`config.mk`:
```
export PLATFORM = sky130hd
export DESIGN_NAME = idr_responder
export DESIGN_NICKNAME = d
export VERILOG_FILES = /design/src/hw/idr_pkg.sv /design/src/hw/idr_responder.sv
export VERILOG_INCLUDE_DIRS = /design/src /design/src/hw
export SDC_FILE = /design/constraint.sdc
export NUM_CORES = 2
export LEC_CHECK = 0
export BUFFER_PORTS_ARGS = -buffer_cell sky130_fd_sc_hd__buf_2
export CAP_MARGIN = 40
export CORE_MARGIN = 5
export CORE_UTILIZATION = 45
export DETAILED_ROUTE_END_ITERATION = 8
export GPL_TIMING_DRIVEN = 0
export MAX_ROUTING_LAYER = met4
export SLEW_MARGIN = 0
export SYNTH_ARGS = -nofsm -noshare
export SYNTH_HDL_FRONTEND = slang
export SYNTH_SLANG_ARGS = --single-unit
export TNS_END_PERCENT = 1
```
`constraint.sdc`:
```
create_clock -name CLK_I -period 34.6 [get_ports CLK_I]
set_input_delay 10.38 -clock CLK_I [delete_from_list [all_inputs] [get_ports CLK_I]]
set_output_delay 10.38 -clock CLK_I [all_outputs]
set_load 0.02 [all_outputs]
```
`src/hw/idr_regs.svh`:
```
// register offsets, field positions, reset values and command codes of the
// identify responder; included by the responder module, the host model and the bench.
`ifndef IDR_REGS_SVH
`define IDR_REGS_SVH

`define IDR_OFS_DATA      12'h000
`define IDR_OFS_ERROR     12'h004
`define IDR_OFS_STATUS    12'h008
`define IDR_OFS_DEVHEAD   12'h00C
`define IDR_OFS_COMMAND   12'h010
`define IDR_OFS_CYLS      12'h014
`define IDR_OFS_GEOM      12'h018
`define IDR_OFS_OPTS      12'h01C
`define IDR_OFS_BUFSZ     12'h020
`define IDR_OFS_IRQ_STAT  12'h024
`define IDR_OFS_IRQ_MASK  12'h028
`define IDR_OFS_STR_BASE  12'h100
`define IDR_STR_WORDS     34

`define IDR_CMD_IDENTIFY  8'hEC
`define IDR_LAST_WORD     8'hFF

`define IDR_W0_COMPLETE   16'h045A
`define IDR_W0_INCOMPL    16'h045E
`define IDR_W2_NEED_INC   16'h37C8
`define IDR_W2_NEED_CMP   16'h738C
`define IDR_W2_NONE_INC   16'h8C73
`define IDR_W2_NONE_CMP   16'hC837
`define IDR_W6_SPT        16'h003F
`define IDR_W20_CTRL      16'h0003
`define IDR_W22_RSVD      16'h0038
`define IDR_W47_HIGH      8'h80
`define IDR_W48_BASE      16'h4000

`define IDR_RST_CYLS      16'h3FFF
`define IDR_RST_HEADS     8'h10
`define IDR_RST_MULTI     8'h10
`define IDR_RST_BUFSZ     16'h0000
`define IDR_RST_DEVHEAD   8'hA0

`define IDR_IRQ_DATA      0
`define IDR_IRQ_DONE      1
`define IDR_IRQ_ABORT     2
`define IDR_OPT_SPINUP    0
`define IDR_OPT_INCOMPL   1
`define IDR_OPT_SECURITY  2

`endif

```
`src/hw/idr_pkg.sv`:
```
// types shared by the identify responder.
// assumes idr_regs.svh is on the include path.
package idr_pkg;
    typedef enum logic [2:0] {
        IDR_IDLE = 3'b001,
        IDR_BUSY = 3'b010,
        IDR_XFER = 3'b100
    } idr_state_t;

    typedef struct packed {
        logic busy_flag;
        logic ready;
        logic device_fault;
        logic seek_complete;
        logic transfer_request;
        logic data_was_fixed;
        logic index_pulse;
        logic error;
    } idr_status_t;

    typedef struct packed {
        logic crc;
        logic media_read_failure;
        logic zero5;
        logic sector_not_located;
        logic zero3;
        logic command_aborted;
        logic track_zero_missing;
        logic address_mark_missing;
    } idr_error_t;

    typedef struct packed {
        logic spinup_needed;
        logic incomplete;
        logic security;
        logic [15:0] cylinders;
        logic [7:0]  heads;
        logic [7:0]  multi_max;
        logic [15:0] buf_size;
    } idr_cfg_t;
endpackage

```
`src/hw/idr_responder.sv`:
```
// identify-device command responder behind an APB register slave.
// assumes a single 20 MHz clock, APB master on the same clock, and
// software that drains the sector by reading the data register.
//
// The register offsets and the APB slave port were decided locally.
`timescale 1ns/1ps
`include "idr_regs.svh"

module idr_responder
    import idr_pkg::*;
(
    input  wire logic        CLK_I,
    input  wire logic        RESET_I,
    input  wire logic        PSEL_I,
    input  wire logic        PENABLE_I,
    input  wire logic        PWRITE_I,
    input  wire logic [11:0] PADDR_I,
    input  wire logic [31:0] PWDATA_I,
    output logic             PREADY_O,
    output logic [31:0]      PRDATA_O,
    output logic             PSLVERR_O,
    output logic             IRQ_O
);

    ////////////////////////////////////////////////////////////////////////
    // state
    idr_state_t   state_ff;
    logic [7:0]   word_cnt_ff;
    logic         err_ff;
    logic         abort_ff;
    logic [7:0]   devhead_ff;
    idr_cfg_t     cfg_ff;
    logic [2:0]   irq_stat_ff;
    logic [2:0]   irq_mask_ff;
    logic [15:0]  str_mem [0:`IDR_STR_WORDS-1];
    logic         pready_ff;
    logic [31:0]  prdata_ff;
    logic         pslverr_ff;
    logic         irq_ff;

    logic         acc_first;
    logic         acc_done;
    logic         wr_done;
    logic         rd_done;
    logic         cmd_wr;
    logic         cmd_ok;
    logic         cmd_bad;
    logic         data_rd;
    logic         last_rd;
    logic         str_hit;
    logic [5:0]   str_sel;
    logic [31:0]  nxt_rdata;
    logic         nxt_slverr;
    logic [2:0]   irq_evt;
    idr_status_t  status;
    idr_error_t   error_reg;

    assign PREADY_O  = pready_ff;
    assign PRDATA_O  = prdata_ff;
    assign PSLVERR_O = pslverr_ff;
    assign IRQ_O     = irq_ff;

    ////////////////////////////////////////////////////////////////////////
    // identify sector word generator
    function automatic logic [5:0] str_slot(input logic [7:0] w);
        logic [7:0] s;
        s = 8'h00;
        if (w >= 8'd10 && w <= 8'd19) begin
            s = w - 8'd10;
        end else if (w >= 8'd23 && w <= 8'd46) begin
            s = w - 8'd13;
        end
        return s[5:0];
    endfunction

    function automatic logic [15:0] word_value(input logic [7:0] w,
                                               input idr_cfg_t   c,
                                               input logic [15:0] s);
        logic [15:0] v;
        v = 16'h0000;
        unique case (w)
            8'd0:  v = c.incomplete ? `IDR_W0_INCOMPL : `IDR_W0_COMPLETE;
            8'd1:  v = c.cylinders;
            8'd2: begin
                unique case ({c.spinup_needed, c.incomplete})
                    2'b11:   v = `IDR_W2_NEED_INC;
                    2'b10:   v = `IDR_W2_NEED_CMP;
                    2'b01:   v = `IDR_W2_NONE_INC;
                    default: v = `IDR_W2_NONE_CMP;
                endcase
            end
            8'd3:  v = {8'h00, c.heads};
            8'd6:  v = `IDR_W6_SPT;
            8'd7, 8'd8: v = 16'h0000;
            8'd20: v = `IDR_W20_CTRL;
            8'd21: v = c.buf_size;
            8'd22: v = `IDR_W22_RSVD;
            8'd47: v = {`IDR_W47_HIGH, c.multi_max};
            8'd48: v = `IDR_W48_BASE | {15'h0000, c.security};
            default: begin
                if ((w >= 8'd10 && w <= 8'd19) || (w >= 8'd23 && w <= 8'd46)) begin
                    v = s;
                end
            end
        endcase
        return v;
    endfunction

    ////////////////////////////////////////////////////////////////////////
    // APB decode: answer comes one cycle into the access phase
    assign acc_first = PSEL_I && PENABLE_I && !pready_ff;
    assign acc_done  = PSEL_I && PENABLE_I && pready_ff;
    assign wr_done   = acc_done && PWRITE_I;
    assign rd_done   = acc_done && !PWRITE_I;
    assign cmd_wr    = wr_done && PADDR_I == `IDR_OFS_COMMAND && state_ff == IDR_IDLE;
    assign cmd_ok    = cmd_wr && PWDATA_I[7:0] == `IDR_CMD_IDENTIFY;
    assign cmd_bad   = cmd_wr && PWDATA_I[7:0] != `IDR_CMD_IDENTIFY;
    assign data_rd   = rd_done && PADDR_I == `IDR_OFS_DATA && state_ff == IDR_XFER;
    assign last_rd   = data_rd && word_cnt_ff == `IDR_LAST_WORD;
    assign str_hit   = PADDR_I >= `IDR_OFS_STR_BASE
                    && PADDR_I < `IDR_OFS_STR_BASE + 12'(4 * `IDR_STR_WORDS)
                    && PADDR_I[1:0] == 2'b00;
    assign str_sel   = 6'((PADDR_I - `IDR_OFS_STR_BASE) >> 2);

    always_comb begin
        status = '0;
        status.busy_flag        = state_ff == IDR_BUSY;
        status.ready            = 1'b1;
        status.seek_complete    = 1'b1;
        status.transfer_request = state_ff == IDR_XFER;
        status.error            = err_ff;
        error_reg = '0;
        error_reg.command_aborted = abort_ff;
    end

    always_comb begin
        nxt_rdata  = 32'h0000_0000;
        nxt_slverr = 1'b0;
        unique case (PADDR_I)
            `IDR_OFS_DATA: begin
                if (state_ff == IDR_XFER) begin
                    nxt_rdata[15:0] = word_value(word_cnt_ff, cfg_ff,
                                                 str_mem[str_slot(word_cnt_ff)]);
                end
            end
            `IDR_OFS_ERROR:    nxt_rdata[7:0]  = error_reg;
            `IDR_OFS_STATUS:   nxt_rdata[7:0]  = status;
            `IDR_OFS_DEVHEAD:  nxt_rdata[7:0]  = devhead_ff;
            `IDR_OFS_COMMAND:  nxt_rdata       = 32'h0000_0000;
            `IDR_OFS_CYLS:     nxt_rdata[15:0] = cfg_ff.cylinders;
            `IDR_OFS_GEOM:     nxt_rdata[15:0] = {cfg_ff.multi_max, cfg_ff.heads};
            `IDR_OFS_OPTS:     nxt_rdata[2:0]  = {cfg_ff.security, cfg_ff.incomplete,
                                                  cfg_ff.spinup_needed};
            `IDR_OFS_BUFSZ:    nxt_rdata[15:0] = cfg_ff.buf_size;
            `IDR_OFS_IRQ_STAT: nxt_rdata[2:0]  = irq_stat_ff;
            `IDR_OFS_IRQ_MASK: nxt_rdata[2:0]  = irq_mask_ff;
            default: begin
                if (str_hit) begin
                    nxt_rdata[15:0] = str_mem[str_sel];
                end else begin
                    nxt_slverr = 1'b1;
                end
            end
        endcase
    end

    always_ff @(posedge CLK_I or posedge RESET_I) begin
        if (RESET_I) begin
            pready_ff  <= 1'b0;
            prdata_ff  <= 32'h0000_0000;
            pslverr_ff <= 1'b0;
        end else begin
            pready_ff  <= acc_first;
            prdata_ff  <= acc_first && !PWRITE_I ? nxt_rdata : 32'h0000_0000;
            pslverr_ff <= acc_first && nxt_slverr;
        end
    end

    ////////////////////////////////////////////////////////////////////////
    // software-written configuration and strings
    always_ff @(posedge CLK_I or posedge RESET_I) begin
        if (RESET_I) begin
            devhead_ff         <= `IDR_RST_DEVHEAD;
            cfg_ff.cylinders   <= `IDR_RST_CYLS;
            cfg_ff.heads       <= `IDR_RST_HEADS;
            cfg_ff.multi_max   <= `IDR_RST_MULTI;
            cfg_ff.buf_size    <= `IDR_RST_BUFSZ;
            cfg_ff.spinup_needed <= 1'b0;
            cfg_ff.incomplete  <= 1'b0;
            cfg_ff.security    <= 1'b0;
            irq_mask_ff        <= 3'h0;
        end else if (wr_done) begin
            unique case (PADDR_I)
                `IDR_OFS_DEVHEAD:  devhead_ff <= PWDATA_I[7:0];
                `IDR_OFS_CYLS:     cfg_ff.cylinders <= PWDATA_I[15:0];
                `IDR_OFS_GEOM: begin
                    cfg_ff.heads     <= PWDATA_I[7:0];
                    cfg_ff.multi_max <= PWDATA_I[15:8];
                end
                `IDR_OFS_OPTS: begin
                    cfg_ff.spinup_needed <= PWDATA_I[`IDR_OPT_SPINUP];
                    cfg_ff.incomplete    <= PWDATA_I[`IDR_OPT_INCOMPL];
                    cfg_ff.security      <= PWDATA_I[`IDR_OPT_SECURITY];
                end
                `IDR_OFS_BUFSZ:    cfg_ff.buf_size <= PWDATA_I[15:0];
                `IDR_OFS_IRQ_MASK: irq_mask_ff <= PWDATA_I[2:0];
                default: ;
            endcase
        end
    end

    // strings reset to zero, which reads as an unspecified serial
    always_ff @(posedge CLK_I or posedge RESET_I) begin
        if (RESET_I) begin
            for (int i = 0; i < `IDR_STR_WORDS; i++) begin
                str_mem[i] <= 16'h0000;
            end
        end else if (wr_done && str_hit) begin
            str_mem[str_sel] <= PWDATA_I[15:0];
        end
    end

    ////////////////////////////////////////////////////////////////////////
    // command sequencer
    always_ff @(posedge CLK_I or posedge RESET_I) begin
        if (RESET_I) begin
            state_ff    <= IDR_IDLE;
            word_cnt_ff <= 8'h00;
        end else begin
            unique case (state_ff)
                IDR_IDLE: begin
                    word_cnt_ff <= 8'h00;
                    if (cmd_ok) begin
                        state_ff <= IDR_BUSY;
                    end
                end
                IDR_BUSY: state_ff <= IDR_XFER;
                IDR_XFER: begin
                    if (data_rd) begin
                        word_cnt_ff <= word_cnt_ff + 8'h01;
                    end
                    if (last_rd) begin
                        state_ff <= IDR_IDLE;
                    end
                end
                default: state_ff <= IDR_IDLE;
            endcase
        end
    end

    // error and abort reported without entering transfer
    always_ff @(posedge CLK_I or posedge RESET_I) begin
        if (RESET_I) begin
            err_ff   <= 1'b0;
            abort_ff <= 1'b0;
        end else if (cmd_bad) begin
            err_ff   <= 1'b1;
            abort_ff <= 1'b1;
        end else if (cmd_ok) begin
            err_ff   <= 1'b0;
            abort_ff <= 1'b0;
        end
    end

    ////////////////////////////////////////////////////////////////////////
    // interrupts: sticky, cleared by reading, a new event wins the clear
    assign irq_evt = {cmd_bad, last_rd, state_ff == IDR_BUSY};

    always_ff @(posedge CLK_I or posedge RESET_I) begin
        if (RESET_I) begin
            irq_stat_ff <= 3'h0;
        end else if (rd_done && PADDR_I == `IDR_OFS_IRQ_STAT) begin
            irq_stat_ff <= irq_evt;
        end else begin
            irq_stat_ff <= irq_stat_ff | irq_evt;
        end
    end

    always_ff @(posedge CLK_I or posedge RESET_I) begin
        if (RESET_I) begin
            irq_ff <= 1'b0;
        end else begin
            irq_ff <= |(irq_stat_ff & irq_mask_ff);
        end
    end
endmodule

```
==> flow_metrics.tcl <==
set metrics [dict create \
    core_region_area_mm2 0.0773 \
    grtUsageTotal_pct 38.2 \
    synth.most_common_cell "mux2_2" \
    min_period_over_period_pct 42.0 \
    clock_sinks 640 \
    timing.fmax_mhz 68.9 \
    clkTransAtPathRegs_ns 0.06 \
    path_common_cell "buf_2" \
    io_buffer_count 39 \
    synthCells 2885 \
    pre_cts_ws_ns 19.63 \
    worstPathMaxFanout 10 \
    numCtsBuffers 74 \
    grt_pass1_vias 28700 \
    power.leakage_nw 18.2 \
    start_util_pct 45.2 \
    gp_congestion 1.06 \
    worst-setup-path-type "primary input to flop" \
    die_h_um 289 \
    status "finished clean" \
    ys_seq_elements 640 \
    setup_viol_count_final 0 \
    grt_max_degree 129 \
    worstSetupEndpointType "flop" \
    grt_setup_unrepaired "no" \
    synth_edf_count 0 \
    clock_latency_ns 0.65 \
    worst_pin_slew_ns 1.01 \
    synth.top_cell.area_share_pct 44.4 \
    yosys_warnings 0 \
    fin_crit_ns 14.52 \
    post_cts_resized 0 \
    cp.arrival_ns 15.03 \
    overflow 0 \
    required_ns 35.11 \
    fin_util_pct 51.8 \
    finalPower_mw 1.63 \
    area_growth_pct 14.6 \
    slew_viol_final 0 \
    dieArea_mm2 0.0834 \
    hold_path_class "flop to flop" \
    cts.path.max_buffers 3 \
    synth_commonest_cells "mux2_2, dfrtp_1, nand2_1" \
    critPathMaxStageDelay_ns 0.64 \
    n_fill_cell 6770 \
    clock-skew-final_ns 0.0251 \
    rows 102 \
    netlist_area_mm2 0.0350 \
    async_flop_share_pct 100 \
    vias 28800 \
    cts_max_level 3 \
    grt_pass1_wl_um 218000 \
    max-slew-margin-rel_pct 32.7 \
    drtAntennaViolNets 0 \
    maxCapViolCount 0 \
    postCtsHoldBufs 0 \
    fin_ws_ns 20.08 \
    die-width_um 289 \
    drive_above_1_share_pct 38.1 \
    yosysTopAreaCell "dfrtp_1" \
    ioPinCount 84 \
    drt_pass1_iterations 9 \
    finalHoldViolCount 0 \
    viasPerCell 6.82 \
    synth_cell_types 88 \
    syn_avg_cell_area_um2 12.1 \
    slowest_stage "nor2_1" \
    avgRoutedWirePerCell_um 37.1 \
    antenna_found_initial 7 \
    synthFlopType "dfrtp_1" \
    path_cells "buf_2 > buf_2 > buf_2 > buf_2 > buf_2 > nand2_1 > nor2_1 > buf_6 > buf_2 > mux2_2" \
    peakVddDrop_v 0.0000308 \
    routed_wl_um 157000 \
    cts-root-buf "clkbuf_16" \
    post_cts_buffers 0 \
    seq_area_frac_synth_pct 45.8 \
    drtIter0Drc 4261 \
    num-nets-final 3166 \
    power_density_mw_per_mm2 40.6 \
    drc_errors 0 \
    cp-start-kind "primary input" \
    synth_area_leaders "dfrtp_1, mux2_2, mux4_2" \
    hpwl_um 115000 \
    tritoncts "yes" \
]
per-layer routing:
metal	share of wire, %	up-vias	global-route usage [%]	wire length [µm]
met5	0	-	-	0
met4	8.6	0	25.0	13500
met3	13	663	13.3	20000
met2	43	2264	54.9	67100
met1	36	14600	45.6	56000
li1	-	11200	-	-
placed cells by master (no fill, tap or decap), drive strengths merged, types with 10 or more instances in the layout:
| cell type | count |
|---|---|
| a211oi | 12 |
| a21oi | 81 |
| a221o | 10 |
| a221oi | 53 |
| a222oi | 14 |
| a22oi | 15 |
| a311oi | 12 |
| a31oi | 26 |
| a32o | 20 |
| buf | 271 |
| clkbuf | 244 |
| clkinv | 18 |
| conb | 16 |
| dfrtp | 621 |
| dfstp | 19 |
| diode | 12 |
| inv | 14 |
| mux2 | 633 |
| mux2i | 109 |
| mux4 | 154 |
| nand2 | 365 |
| nand2b | 11 |
| nand3 | 124 |
| nor2 | 75 |
| nor3 | 16 |
| nor4 | 18 |
| o21ai | 51 |
| o311ai | 10 |
worst paths after layout:
check                                from  cells past startpoint            to  slack [ns]
hold reg to reg                  PREADY_O                      1     PSLVERR_O        0.49
setup reg to reg           word_cnt_ff[0]                     13   PRDATA_O[3]       28.70
hold / removal                   PREADY_O                      1     PSLVERR_O        0.49
setup / recovery               PADDR_I[2]                     10  str_mem[384]       20.08
max in group asynchronous         RESET_I                      5  str_mem[486]       22.69
min in group asynchronous         RESET_I                      2  PRDATA_O[13]        9.90
state kept, by name (all words and copies together), names as in the netlist:
register / cells
abort_ff: 1
str_mem: 544
cfg_ff: 51
state_ff: 3
word_cnt_ff: 8
PSLVERR_O: 1
devhead_ff: 8
irq_mask_ff: 3
irq_stat_ff: 3
PRDATA_O: 16
PREADY_O: 1
IRQ_O: 1
final cells by class:
cell class                 instances  area, µm²  share of cell area (%)
multi-input combinational       1971      17700                    44.2
sequential                       640      16000                    40.0
clock buffer                     105       2140                    5.34
tap                             1040       1300                    3.25
buffer                           279       1290                    3.21
timing repair buffer             132       1260                    3.14
clock inverter                    28        272                   0.677
inverter                          10       45.0                   0.112
antenna                           12       30.0                  0.0749
where the power goes:
group	internal [mW]	total (mW)	switching (mW)
sequential	0.749	0.749	0.000187
clock	0.456	0.799	0.343
combinational	0.0191	0.0808	0.0616
metrics by stage:
| step | setup TNS [ns] | cell area [µm²] | hold slack, ns | instances |
|---|---|---|---|---|
| 2_1_floorplan | 0 | 35000 | 0.466 | 2900 |
| 3_5_place_dp | 0 | 37600 | 0.483 | 4072 |
| 3_3_place_gp | -108.75 | 36500 | 0.471 | 3979 |
| 4_1_cts | 0 | 40000 | 0.491 | 4205 |
| 5_1_grt | 0 | 40100 | 0.512 | 4216 |
| 6_report | 0 | 40100 | 0.491 | 4217 |
critical path, delay by kind of cell:
family | cells | cell delay (ns)
buffers and inverters | 7 | 3.12
muxes | 1 | 0.39
and+or+nand+nor | 2 | 1.08
cells by family (layout without fill, tap and decap cells):
group | Yosys count | after routing | share of synthesized area, %
fa+ha+maj | 9 | 9 | 0.322
other cells | 1 | 28 | 0.0107
mux | 896 | 896 | 33.4
compound gates | 378 | 378 | 8.00
buf+inv | 289 | 554 | 3.77
xor+xnor | 6 | 6 | 0.150
flops | 640 | 640 | 45.8
simple gates | 666 | 666 | 8.50
Note: power is estimated with default switching activity, not from simulation.
